**src/include/gesr_pkg.sv**
```systemverilog
// Constants for the global event and status register bank.
// Assumes one 250 MHz core clock and a synchronous, active-high reset.
package gesr_pkg;
    // Register map
    localparam int ADDR_W = 8;
    localparam int DATA_W = 8;
    localparam logic [ADDR_W-1:0] ADDR_EVENT = 8'h02;
    localparam logic [ADDR_W-1:0] ADDR_EVENT_COR = 8'h03;
    localparam logic [ADDR_W-1:0] ADDR_STATUS = 8'h05;
    // Reset values
    localparam logic [DATA_W-1:0] EVENT_RESET = 8'h20;
    localparam logic [DATA_W-1:0] STATUS_RESET = 8'h00;
    // Event register fields
    localparam int BIT_OVERTEMP = 7;
    localparam int BIT_FET_BAD = 6;
    localparam int BIT_LOGIC_LOW = 5;
    localparam int BIT_PORT_LOW = 4;
    localparam int BIT_TSD = 3;
    // Status register fields
    localparam int STATUS_ADDR_LSB = 2;
    localparam int STATUS_ADDR_MSB = 6;
    localparam int STATUS_AUTO = 0;
    localparam int SLAVE_ADDR_W = STATUS_ADDR_MSB - STATUS_ADDR_LSB + 1;
    // Ports
    localparam int NUM_PORTS = 8;
    // Timing: periodic fault evaluation
    localparam int CLK_PERIOD_NS = 4;
    localparam int EVAL_PERIOD_NS = 2000000;
    localparam int EVAL_CYCLES = EVAL_PERIOD_NS / CLK_PERIOD_NS;
    // Strap capture sequence
    typedef enum logic [1:0] {
        GESR_ST_CAPTURE = 2'b00,
        GESR_ST_RUN = 2'b01
    } gesr_state_e;
endpackage : gesr_pkg

```
**src/include/gesr_evt_if.sv**
```systemverilog
// Carrier between the event sources and the sticky event latch.
// Assumes both ends run on the same core clock.
`timescale 1ns/1ps
interface gesr_evt_if #(parameter int W = 8);
    logic [W-1:0] set;
    logic clear;
    logic [W-1:0] flags;
    modport src (output set, output clear, input flags);
    modport hold (input set, input clear, output flags);
endinterface : gesr_evt_if

```
**src/verilog/gesr_top.sv**
```systemverilog
// Global event and status registers of an eight-port power controller.
// Assumes a register read strobe from the serial management front end,
// comparator levels synchronous to I_CORE_CLK, and straps stable at reset.
`timescale 1ns/1ps
module gesr_top #(
    parameter int unsigned EVAL_CYCLES = gesr_pkg::EVAL_CYCLES
) (
    input wire logic I_CORE_CLK,
    input wire logic I_RESET,
    input wire logic I_RD_STB,
    input wire logic [gesr_pkg::ADDR_W-1:0] I_RD_ADDR,
    input wire logic I_OVERTEMP,
    input wire logic I_TEMP_ABOVE_SAFE,
    input wire logic I_TSD_DISABLE,
    input wire logic I_LOGIC_SUPPLY_BELOW,
    input wire logic I_PORT_SUPPLY_ABOVE_LO,
    input wire logic I_PORT_SUPPLY_ABOVE_HI,
    input wire logic [gesr_pkg::NUM_PORTS-1:0] I_DET_START,
    input wire logic [gesr_pkg::NUM_PORTS-1:0] I_FET_LEAKY,
    input wire logic [gesr_pkg::NUM_PORTS-1:0] I_PORTS_POWERED,
    input wire logic [gesr_pkg::SLAVE_ADDR_W-1:0] I_SLAVE_ADDR,
    input wire logic I_AUTO_PIN,
    output logic [gesr_pkg::DATA_W-1:0] O_RD_DATA,
    output logic O_RD_VALID,
    output logic [gesr_pkg::NUM_PORTS-1:0] O_PORT_FET_BAD,
    output logic O_PORTS_OFF,
    output logic O_THERMAL_OFF,
    output logic O_PORT_SUPPLY_LOW
);
    import gesr_pkg::*;

    localparam int CNT_W = $clog2(EVAL_CYCLES + 1);
    localparam logic [CNT_W-1:0] CNT_LAST = CNT_W'(EVAL_CYCLES - 1);

    ////////////////////////////////////////////////////////////////////////
    // Address decode shared by the logic and its checks
    function automatic logic is_cor_read(input logic stb, input logic [ADDR_W-1:0] addr);
        is_cor_read = stb && (addr == ADDR_EVENT_COR);
    endfunction : is_cor_read

    typedef struct packed {
        gesr_state_e state;
        logic [CNT_W-1:0] tick_cnt;
        logic tick;
        logic [NUM_PORTS-1:0] fet_bad;
        logic [DATA_W-1:0] status;
        logic [DATA_W-1:0] rd_data;
        logic rd_valid;
        logic ports_off;
        logic thermal_off;
    } gesr_top_s;

    gesr_top_s state_reg;
    gesr_top_s state_next;

    logic logic_low;
    logic port_low;
    logic logic_fall;
    logic port_fall;
    logic cor_read;

    gesr_evt_if #(.W(DATA_W)) ev ();

    ////////////////////////////////////////////////////////////////////////
    // Supply monitors
    gesr_supply_mon u_supply (
        .i_clk(I_CORE_CLK),
        .i_reset(I_RESET),
        .i_logic_below(I_LOGIC_SUPPLY_BELOW),
        .i_port_above_lo(I_PORT_SUPPLY_ABOVE_LO),
        .i_port_above_hi(I_PORT_SUPPLY_ABOVE_HI),
        .o_logic_low(logic_low),
        .o_port_low(port_low),
        .o_logic_fall(logic_fall),
        .o_port_fall(port_fall)
    );

    // Sticky event register; 0x02 and 0x03 are two views of it
    gesr_event_latch #(
        .W(DATA_W),
        .RESET_VAL(EVENT_RESET)
    ) u_events (
        .i_clk(I_CORE_CLK),
        .i_reset(I_RESET),
        .ev(ev)
    );

    ////////////////////////////////////////////////////////////////////////
    // Event sources; reserved bits never set so they read zero
    assign cor_read = is_cor_read(I_RD_STB, I_RD_ADDR);
    assign ev.clear = cor_read;

    always_comb begin
        ev.set = '0;
        // Comparator level re-sampled every evaluation
        ev.set[BIT_OVERTEMP] = state_reg.tick & I_OVERTEMP;
        // Leak found at detection start, or a port still flagged bad
        ev.set[BIT_FET_BAD] = (|(I_DET_START & I_FET_LEAKY))
            | (state_reg.tick & (|state_reg.fet_bad));
        // Transition edge, plus periodic re-set while still low
        ev.set[BIT_LOGIC_LOW] = logic_fall | (state_reg.tick & logic_low);
        ev.set[BIT_PORT_LOW] = port_fall | (state_reg.tick & port_low);
        // Thermal trip that has emptied every powered port
        ev.set[BIT_TSD] = state_reg.thermal_off & ~(|I_PORTS_POWERED);
    end

    ////////////////////////////////////////////////////////////////////////
    // Next-state logic
    always_comb begin
        state_next = state_reg;
        state_next.rd_valid = 1'b0;

        // Periodic fault evaluation tick
        state_next.tick = 1'b0;
        if (state_reg.tick_cnt == CNT_LAST) begin
            state_next.tick_cnt = '0;
            state_next.tick = 1'b1;
        end else begin
            state_next.tick_cnt = state_reg.tick_cnt + 1'b1;
        end

        // Straps are caught once, the cycle after reset is released
        case (state_reg.state)
            GESR_ST_CAPTURE: begin
                state_next.status = STATUS_RESET;
                state_next.status[STATUS_ADDR_MSB:STATUS_ADDR_LSB] = I_SLAVE_ADDR;
                state_next.status[STATUS_AUTO] = I_AUTO_PIN;
                state_next.state = GESR_ST_RUN;
            end
            GESR_ST_RUN: begin
                state_next.state = GESR_ST_RUN;
            end
            default: begin
                state_next.state = GESR_ST_CAPTURE;
            end
        endcase

        // Per-port leak results, refreshed when that port starts detection
        for (int p = 0; p < NUM_PORTS; p++) begin
            if (I_DET_START[p]) begin
                state_next.fet_bad[p] = I_FET_LEAKY[p];
            end
        end

        // Threshold choice depends on whether over-temp shutdown is on
        state_next.thermal_off = I_TSD_DISABLE ? I_TEMP_ABOVE_SAFE : I_OVERTEMP;

        // Any supply fault or thermal trip holds every port down
        state_next.ports_off = logic_low | port_low | state_next.thermal_off;

        // Read answer; the clear-on-read view returns pre-clear content
        if (I_RD_STB) begin
            state_next.rd_valid = 1'b1;
            case (I_RD_ADDR)
                ADDR_EVENT, ADDR_EVENT_COR: begin
                    state_next.rd_data = ev.flags;
                end
                ADDR_STATUS: begin
                    state_next.rd_data = state_reg.status;
                end
                default: begin
                    state_next.rd_data = '0;
                end
            endcase
        end
    end

    ////////////////////////////////////////////////////////////////////////
    // State register
    always_ff @(posedge I_CORE_CLK) begin
        if (I_RESET) begin
            state_reg <= '{
                state: GESR_ST_CAPTURE,
                tick_cnt: '0,
                tick: 1'b0,
                fet_bad: '0,
                status: STATUS_RESET,
                rd_data: '0,
                rd_valid: 1'b0,
                ports_off: 1'b1,
                thermal_off: 1'b0
            };
        end else begin
            state_reg <= state_next;
        end
    end

    ////////////////////////////////////////////////////////////////////////
    // Outputs, all registered
    assign O_RD_DATA = state_reg.rd_data;
    assign O_RD_VALID = state_reg.rd_valid;
    assign O_PORT_FET_BAD = state_reg.fet_bad;
    assign O_PORTS_OFF = state_reg.ports_off;
    assign O_THERMAL_OFF = state_reg.thermal_off;
    assign O_PORT_SUPPLY_LOW = port_low;
endmodule : gesr_top

```
**src/verilog/gesr_event_latch.sv**
```systemverilog
// Sticky event flags with a whole-register clear.
// Assumes set and clear are single-cycle requests on the core clock.
`timescale 1ns/1ps
module gesr_event_latch #(
    parameter int W = 8,
    parameter logic [W-1:0] RESET_VAL = '0
) (
    input wire logic i_clk,
    input wire logic i_reset,
    gesr_evt_if.hold ev
);
    import gesr_pkg::*;

    typedef struct packed {
        logic [W-1:0] flags;
    } gesr_latch_s;

    gesr_latch_s state_reg;
    gesr_latch_s state_next;

    ////////////////////////////////////////////////////////////////////////
    // A set in the clearing cycle survives, so no event is lost
    always_comb begin
        state_next = state_reg;
        // Flags hold until the clearing read, so every bit is sticky
        state_next.flags = (state_reg.flags & ~{W{ev.clear}}) | ev.set;
    end

    always_ff @(posedge i_clk) begin
        if (i_reset) begin
            state_reg <= '{flags: RESET_VAL};
        end else begin
            state_reg <= state_next;
        end
    end

    assign ev.flags = state_reg.flags;
endmodule : gesr_event_latch

```
**src/verilog/gesr_supply_mon.sv**
```systemverilog
// Supply monitors: logic-supply level and port-supply hysteresis,
// each with a good-to-bad transition pulse.
// Assumes comparator inputs are already synchronous to the clock.
`timescale 1ns/1ps
module gesr_supply_mon (
    input wire logic i_clk,
    input wire logic i_reset,
    input wire logic i_logic_below,
    input wire logic i_port_above_lo,
    input wire logic i_port_above_hi,
    output logic o_logic_low,
    output logic o_port_low,
    output logic o_logic_fall,
    output logic o_port_fall
);
    import gesr_pkg::*;

    typedef struct packed {
        logic logic_low;
        logic port_low;
        logic logic_fall;
        logic port_fall;
    } gesr_mon_s;

    gesr_mon_s state_reg;
    gesr_mon_s state_next;

    ////////////////////////////////////////////////////////////////////////
    // Both supplies count as bad out of reset so no false edge appears
    always_comb begin
        state_next = state_reg;
        state_next.logic_low = i_logic_below;
        if (!i_port_above_lo) begin
            state_next.port_low = 1'b1;
        end else if (i_port_above_hi) begin
            state_next.port_low = 1'b0;
        end
        state_next.logic_fall = state_next.logic_low & ~state_reg.logic_low;
        state_next.port_fall = state_next.port_low & ~state_reg.port_low;
    end

    always_ff @(posedge i_clk) begin
        if (i_reset) begin
            state_reg <= '{logic_low: 1'b1, port_low: 1'b1, logic_fall: 1'b0, port_fall: 1'b0};
        end else begin
            state_reg <= state_next;
        end
    end

    assign o_logic_low = state_reg.logic_low;
    assign o_port_low = state_reg.port_low;
    assign o_logic_fall = state_reg.logic_fall;
    assign o_port_fall = state_reg.port_fall;
endmodule : gesr_supply_mon

```
**config.mk**
```make
export PLATFORM = sky130hd
export DESIGN_NAME = gesr_top
export DESIGN_NICKNAME = d
export VERILOG_FILES = /design/src/include/gesr_pkg.sv /design/src/include/gesr_evt_if.sv /design/src/verilog/gesr_top.sv /design/src/verilog/gesr_event_latch.sv /design/src/verilog/gesr_supply_mon.sv
export SDC_FILE = /design/constraint.sdc
export NUM_CORES = 1
export LEC_CHECK = 0
export ABC_AREA = 1
export BUFFER_PORTS_ARGS = -buffer_cell sky130_fd_sc_hd__buf_2
export CAP_MARGIN = 0
export CORE_UTILIZATION = 40
export DETAILED_ROUTE_END_ITERATION = 7
export RECOVER_POWER = 25
export SYNTH_ARGS = -nofsm -noshare
export SYNTH_HDL_FRONTEND = slang
export SYNTH_SLANG_ARGS = --single-unit
```
**constraint.sdc**
```tcl
create_clock -name I_CORE_CLK -period 1.8 [get_ports I_CORE_CLK]
set_input_delay 0.36 -clock I_CORE_CLK [delete_from_list [all_inputs] [get_ports I_CORE_CLK]]
set_output_delay 0.36 -clock I_CORE_CLK [all_outputs]
set_load 0.02 [all_outputs]
```
==> results of run 1 <==
## metrics by stage
step           area, um^2  hold slack [ns]  utilization (%)
5_1_grt              3230            0.204             50.0
3_5_place_dp         3020            0.431             46.7
3_3_place_gp         3020            0.424             46.7
4_1_cts              3230            0.194             50.1
6_report             3230            0.205             50.0
2_1_floorplan        2740            0.408                -
## cell type report
type | count | area [um^2] | area share (%)
Clock buffer | 13 | 159 | 4.92
Clock inverter | 2 | 60.1 | 1.86
Inverter | 43 | 161 | 5.00
Multi-Input combinational cell | 267 | 1240 | 38.5
Sequential cell | 58 | 1160 | 35.9
Tap cell | 77 | 96.3 | 2.98
Timing Repair Buffer | 69 | 349 | 10.8
## layer usage
metal	global-route usage [%]	vias up	part of all wire, %
li1	-	1313	-
met1	21.1	1042	49
met2	26.1	67	43
met3	3.05	10	5.6
met4	7.86	0	1.7
met5	0	-	0
## where the power goes
group,switching (mW),total [mW],leakage (nW),internal (mW)
registers,0.0287,1.36,0.474,1.33
clock network,0.482,1.33,0.110,0.849
logic,0.135,0.233,0.882,0.0985
## worst max-delay path by stage
| stage | endpoint | slack [ns] | cells after the start |
|---|---|---|---|
| after floorplan | state_reg[34]$_SDFF_PP0_ | 0.49 | 7 |
| after global placement | u_events.ev.flags[5]$_SDFF_PP1_ | 0.37 | 5 |
| after detailed placement | state_reg[46]$_SDFF_PP0_ | 0.34 | 8 |
| after CTS | state_reg[46]$_SDFF_PP0_ | 0.34 | 8 |
| after global routing | state_reg[44]$_SDFF_PP0_ | 0.20 | 9 |
| final | state_reg[46]$_SDFF_PP0_ | 0.35 | 8 |
## cells in the final DEF, fill, tap and decap left out, types with 4 or more instances in the layout
cell	netlist	layout
inv_1	42	42
dfxtp_1	58	58
buf_2	3	66
xor2_1	7	7
nand3_2	4	4
nor2_2	4	4
nor2_1	88	88
o21ai_0	9	9
nand3_1	30	30
nand2_1	84	84
clkbuf_8	0	11
nand4_1	5	5
a21oi_1	16	16
## cells by family after synthesis
group,Yosys count
multiplexers,1
XOR/XNOR,10
AO/OA/AOI/OAI,29
adder cells (fa/ha/maj),1
flip-flops,58
AND/OR/NAND/NOR,226
buffers and inverters,68
==> impl_metrics.ini, run 1 <==
[timing]
maxSlewHeadroom_pct = 21.0
period_minus_slack_ns = 1.45
hold_viol = 0
setup_ws_ns = 0.346
setup_violations = 0
report.final.slew_viol_count = 0
fin_crit_sh_pct = 80.8
fin_worst_skew_ns = 0.00467
setup_tns_ns = 0
grt_setup_unrepaired = false
fmax_ghz = 0.688
worst_pin_slew_ns = 1.18

[yosys]
synthMuxAreaShare_pct = 0.366
syn-instance-count = 393
synth_top_family_by_area = simple AND/OR/NAND/NOR gates
yosysWarnings = 0
synth.top_cell.area_share_pct = 42.4
avgSynthCellArea_um2 = 6.96
synthesis.nets = 441
yosysMostFrequentCell = nor2_1
yosys.area_share.xor_xnor_pct = 3.20
async_flop_share_pct = 0
yosysTopAreaCell = dfxtp_1
synth_compound_area_share_pct = 5.62
ys_ff_latch = 58
yosys.area_share.adder_pct = 0.457
synth_flop_cell = dfxtp_1
ys_top_cells_by_count = 88 x nor2_1, 84 x nand2_1, 58 x dfxtp_1, 42 x inv_1, 30 x nand3_1
syn_area_um2 = 2740
seq_area_frac_synth_pct = 42.4
synth_cell_types = 31
synth-simple-area-share_pct = 35.8
synthTopCellsByArea = dfxtp_1 42%, nor2_1 12%, nand2_1 12%, inv_1 5.8%, nand3_1 5.5%
synth_edf_count = 0

[clock_tree]
cts_resized = 0
cts.sinks = 58
post_cts_buffers = 0
cts_buffers = 9
clockBufferDepth = 2
cts_tree = built
path_clk_slew_ns = 0.06
htreeDepth = 3
postCtsHoldBufs = 0
root_buffer = clkbuf_8
clk_latency_ns = 0.32

[grt]
grt_antenna_before_repair = 0
grt_pass1_vias = 2135
globalRouteTotalUtil_pct = 16.3
grt_pass1_wl_mm = 9.19
grt_start_max_net_pins = 26
grt_overflow = 0

[layout]
diodes = 0
stdcell_count = 529
nets = 496
fillers = 664
drive_gt1_share_pct = 21.2
areaGrowthSynthToFinish_pct = 18.1
largest_reg_flops = 27

[placement]
place_inst = 514
dp_hpwl_mm = 4.14
port_buffers = 66
gp_congestion = 0.851
pre_cts_ws_ns = 0.341

[power_and_ir_drop]
leakage_nw = 1.47
ir_worst_vdd_uv = 394
power_density_nw_per_um2 = 904
p_total_mw = 2.92

[hold_path]
whs_endpoint = u_supply.o_port_fall$_SDFF_PP0_
min_path_type = primary input to flip-flop
min_from = I_PORT_SUPPLY_ABOVE_LO
hold_depth = 2

[worst_setup_path]
worst-endpoint-arrival_ns = 1.67
r2r-end = state_reg[46]$_SDFF_PP0_
critPathMaxStageDelay_ns = 0.37
path_class = flip-flop to flip-flop
cp-end-kind = flip-flop
reg2reg_depth = 8
crit_chain = ha_1 -> nand2_2 -> nor2_2 -> nand3_2 -> nor2_1 -> nand2_1 -> nand2_1 -> nor2_1
ff2ff_setup_slack_ns = 0.35
critPathBufInv = 0
worst_ep_required_time_ns = 2.02
cpLargestDelayFamily = simple AND/OR/NAND/NOR gates
crit_path_max_fanout = 5
reg2reg_from = state_reg[28]$_SDFF_PP0_
startpoint = state_reg[28]$_SDFF_PP0_
slowest_stage = dfxtp_1
startpoint_type = flip-flop

[route]
wl_per_cell_um = 10.4
vias_per_cell = 4.60
drc_errors = 10
num_vias = 2432
dr.first_iter.drc_count = 88
drt-total-wl_mm = 5.51
detail-route-antenna-nets = 0
first_pass_iters = 8

[floorplan]
design.core.area_um2 = 6460
fp.dieW_um = 84.7
start_util_pct = 42.4
die_h_um = 84.7
dieArea_um2 = 7180
num_io_pins = 67
num_rows = 29

[job]
cap_violations = 0

[run_status]
violations = design-rule violations
status = finished with violations
Note: power is estimated with default switching activity, not from simulation.
==> run 2: changes to the inputs <==
Clock period 1.8 ns to 1.4 ns, I/O delays scaled along.
==> run 2 against run 1 <==
The run still ends with design-rule violations left. Clock skew up 0.0024 ns. Core utilization increased by 0.27 points. Total power grew 16%. Count of clock-buffer cells in the layout shrank 2. Flip-flop and latch count unchanged. Combinational power increased by 34%. Sequential power rose by 28%. Non-clock buffer count up 5. Clock power about the same. Critical path type unchanged. Critical endpoint is now state_reg[30]$_SDFF_PP0_.
==> impl_metrics.ini, run 2 (synthesis gave the netlist of run 1 again) <==
[power_and_ir_drop]
p_comb_share_pct = 9.2
p_clk_share_pct = 39.5
ir_worst_vdd_uv = 424
p_sw_share_pct = 25.8
leakage_nw = 1.47
power_density_nw_per_um2 = 1050
p_switching_mw = 0.875
internal_power_mw = 2.52
p_seq_share_pct = 51.3

[grt]
grt_pass1_vias = 2273
globalRouteTotalUtil_pct = 17.0
grt_overflow = 0
grt_start_max_net_pins = 26
grt_antenna_before_repair = 0
grt_pass1_wl_mm = 9.71

[placement]
place_inst = 519
gp_congestion = 0.845
dp_hpwl_mm = 4.17
port_buffers = 66

[timing]
fmax_ghz = 0.781
maxSlewHeadroom_pct = 63.9
grt_setup_unrepaired = false
fin_crit_sh_pct = 91.4
setup_tns_ns = 0
period_minus_slack_ns = 1.28
worst_pin_slew_ns = 0.542
setup_violations = 0
fin_worst_skew_ns = 0.00710
hold_viol = 0
report.final.slew_viol_count = 0

[worst_setup_path]
slowest_stage = dfxtp_2
path_class = flip-flop to flip-flop
critPathMaxStageDelay_ns = 0.35
crit_chain = ha_4 -> nand3_2 -> nor2_1 -> nand3_2 -> nand2_4 -> nor2_1
worst_ep_required_time_ns = 1.61
critPathBufInv = 0
startpoint_type = flip-flop
cp-end-kind = flip-flop
cpLargestDelayFamily = simple AND/OR/NAND/NOR gates
ff2ff_setup_slack_ns = 0.12
crit_path_max_fanout = 17
worst-endpoint-arrival_ns = 1.49

[floorplan]
num_rows = 29
die_h_um = 84.7
dieArea_um2 = 7180
num_io_pins = 67
start_util_pct = 42.4
fp.dieW_um = 84.7
design.core.area_um2 = 6460

[clock_tree]
htreeDepth = 3
cts.sinks = 58
cts_resized = 0
root_buffer = clkbuf_8
clk_latency_ns = 0.33
postCtsHoldBufs = 0
path_clk_slew_ns = 0.07
cts_buffers = 9
cts_tree = built
post_cts_buffers = 0
clockBufferDepth = 2

[layout]
final_cell_mix = 87 x nor2_1, 84 x nand2_1, 65 x buf_2
stdcell_count = 535
diodes = 0
areaGrowthSynthToFinish_pct = 18.7
layout_commonest_cell = nor2_1
nets = 501
drive_gt1_share_pct = 23.8
largest_reg_flops = 27

[route]
drt-total-wl_mm = 5.63
vias_per_cell = 4.53
wl_per_cell_um = 10.5
drc_errors = 10
dr.first_iter.drc_count = 90
first_pass_iters = 8
num_vias = 2423
detail-route-antenna-nets = 0

[hold_path]
min_path_type = primary input to flip-flop

[run_status]
violations = design-rule violations
status = finished with violations

[job]
cap_violations = 0
[run 2: cell types whose count changed in the layout (fill, tap and decap cells not counted), sizes merged]
cell      before  now
clkinvlp       0    2
buf           68   71
bufinv         2    0
clkinv         0    3
[run 2: final timing paths]
check / from / endpoint / depth (start not counted)
setup / recovery: state_reg[28]$_SDFF_PP0_ / state_reg[30]$_SDFF_PP0_ / 6
hold / removal: I_PORT_SUPPLY_ABOVE_LO / u_supply.o_port_fall$_SDFF_PP0_ / 2
setup reg to reg: state_reg[28]$_SDFF_PP0_ / state_reg[30]$_SDFF_PP0_ / 6
hold reg to reg: u_supply.o_logic_fall$_SDFF_PP0_ / u_events.ev.flags[5]$_SDFF_PP1_ / 2
[run 2: per-layer routing]
metal,vias up,GRT usage (%),routed length (um)
li1,1328,-,-
met1,1029,22.2,2820
met2,57,26.5,2410
met3,9,3.54,302
met4,0,9.24,100
met5,-,0,0
[run 2: layout make-up]
type / count / area [um^2]
timing repair buffer: 74 / 383
tap: 77 / 96.3
sequential: 58 / 1170
inverter: 43 / 161
clock buffer: 11 / 141
multi-input combinational: 267 / 1270
clock inverter: 5 / 30.0
fill: 659 / 3210
[run 2: worst reg2reg max path: stages (launching register included)]
cell	delay, ns
dfxtp_2	0.35
ha_4	0.15
nand3_2	0.11
nor2_1	0.15
nand3_2	0.12
nand2_4	0.20
nor2_1	0.08
[run 2: power groups by stage]
stage,Clock [mW],Sequential [mW],Combinational [mW]
2_1_floorplan,0,1.78,0.210
3_3_place_gp,0,1.78,0.311
3_5_place_dp,0,1.78,0.315
4_1_cts,1.38,1.74,0.317
5_1_grt,1.47,1.75,0.350
6_report,1.34,1.74,0.313
[run 2: through the flow]
step	setup slack [ns]	util, %	hold slack (ns)	area, um^2	total power [mW]
floorplan	0.0933	-	0.351	2740	1.99
global placement	0.0458	47.3	0.426	3050	2.09
detailed placement	0.0120	47.3	0.428	3050	2.09
CTS	0.00852	49.9	0.112	3220	3.44
finish	0.120	50.3	0.130	3250	3.40
global route	0.0147	50.3	0.121	3250	3.57
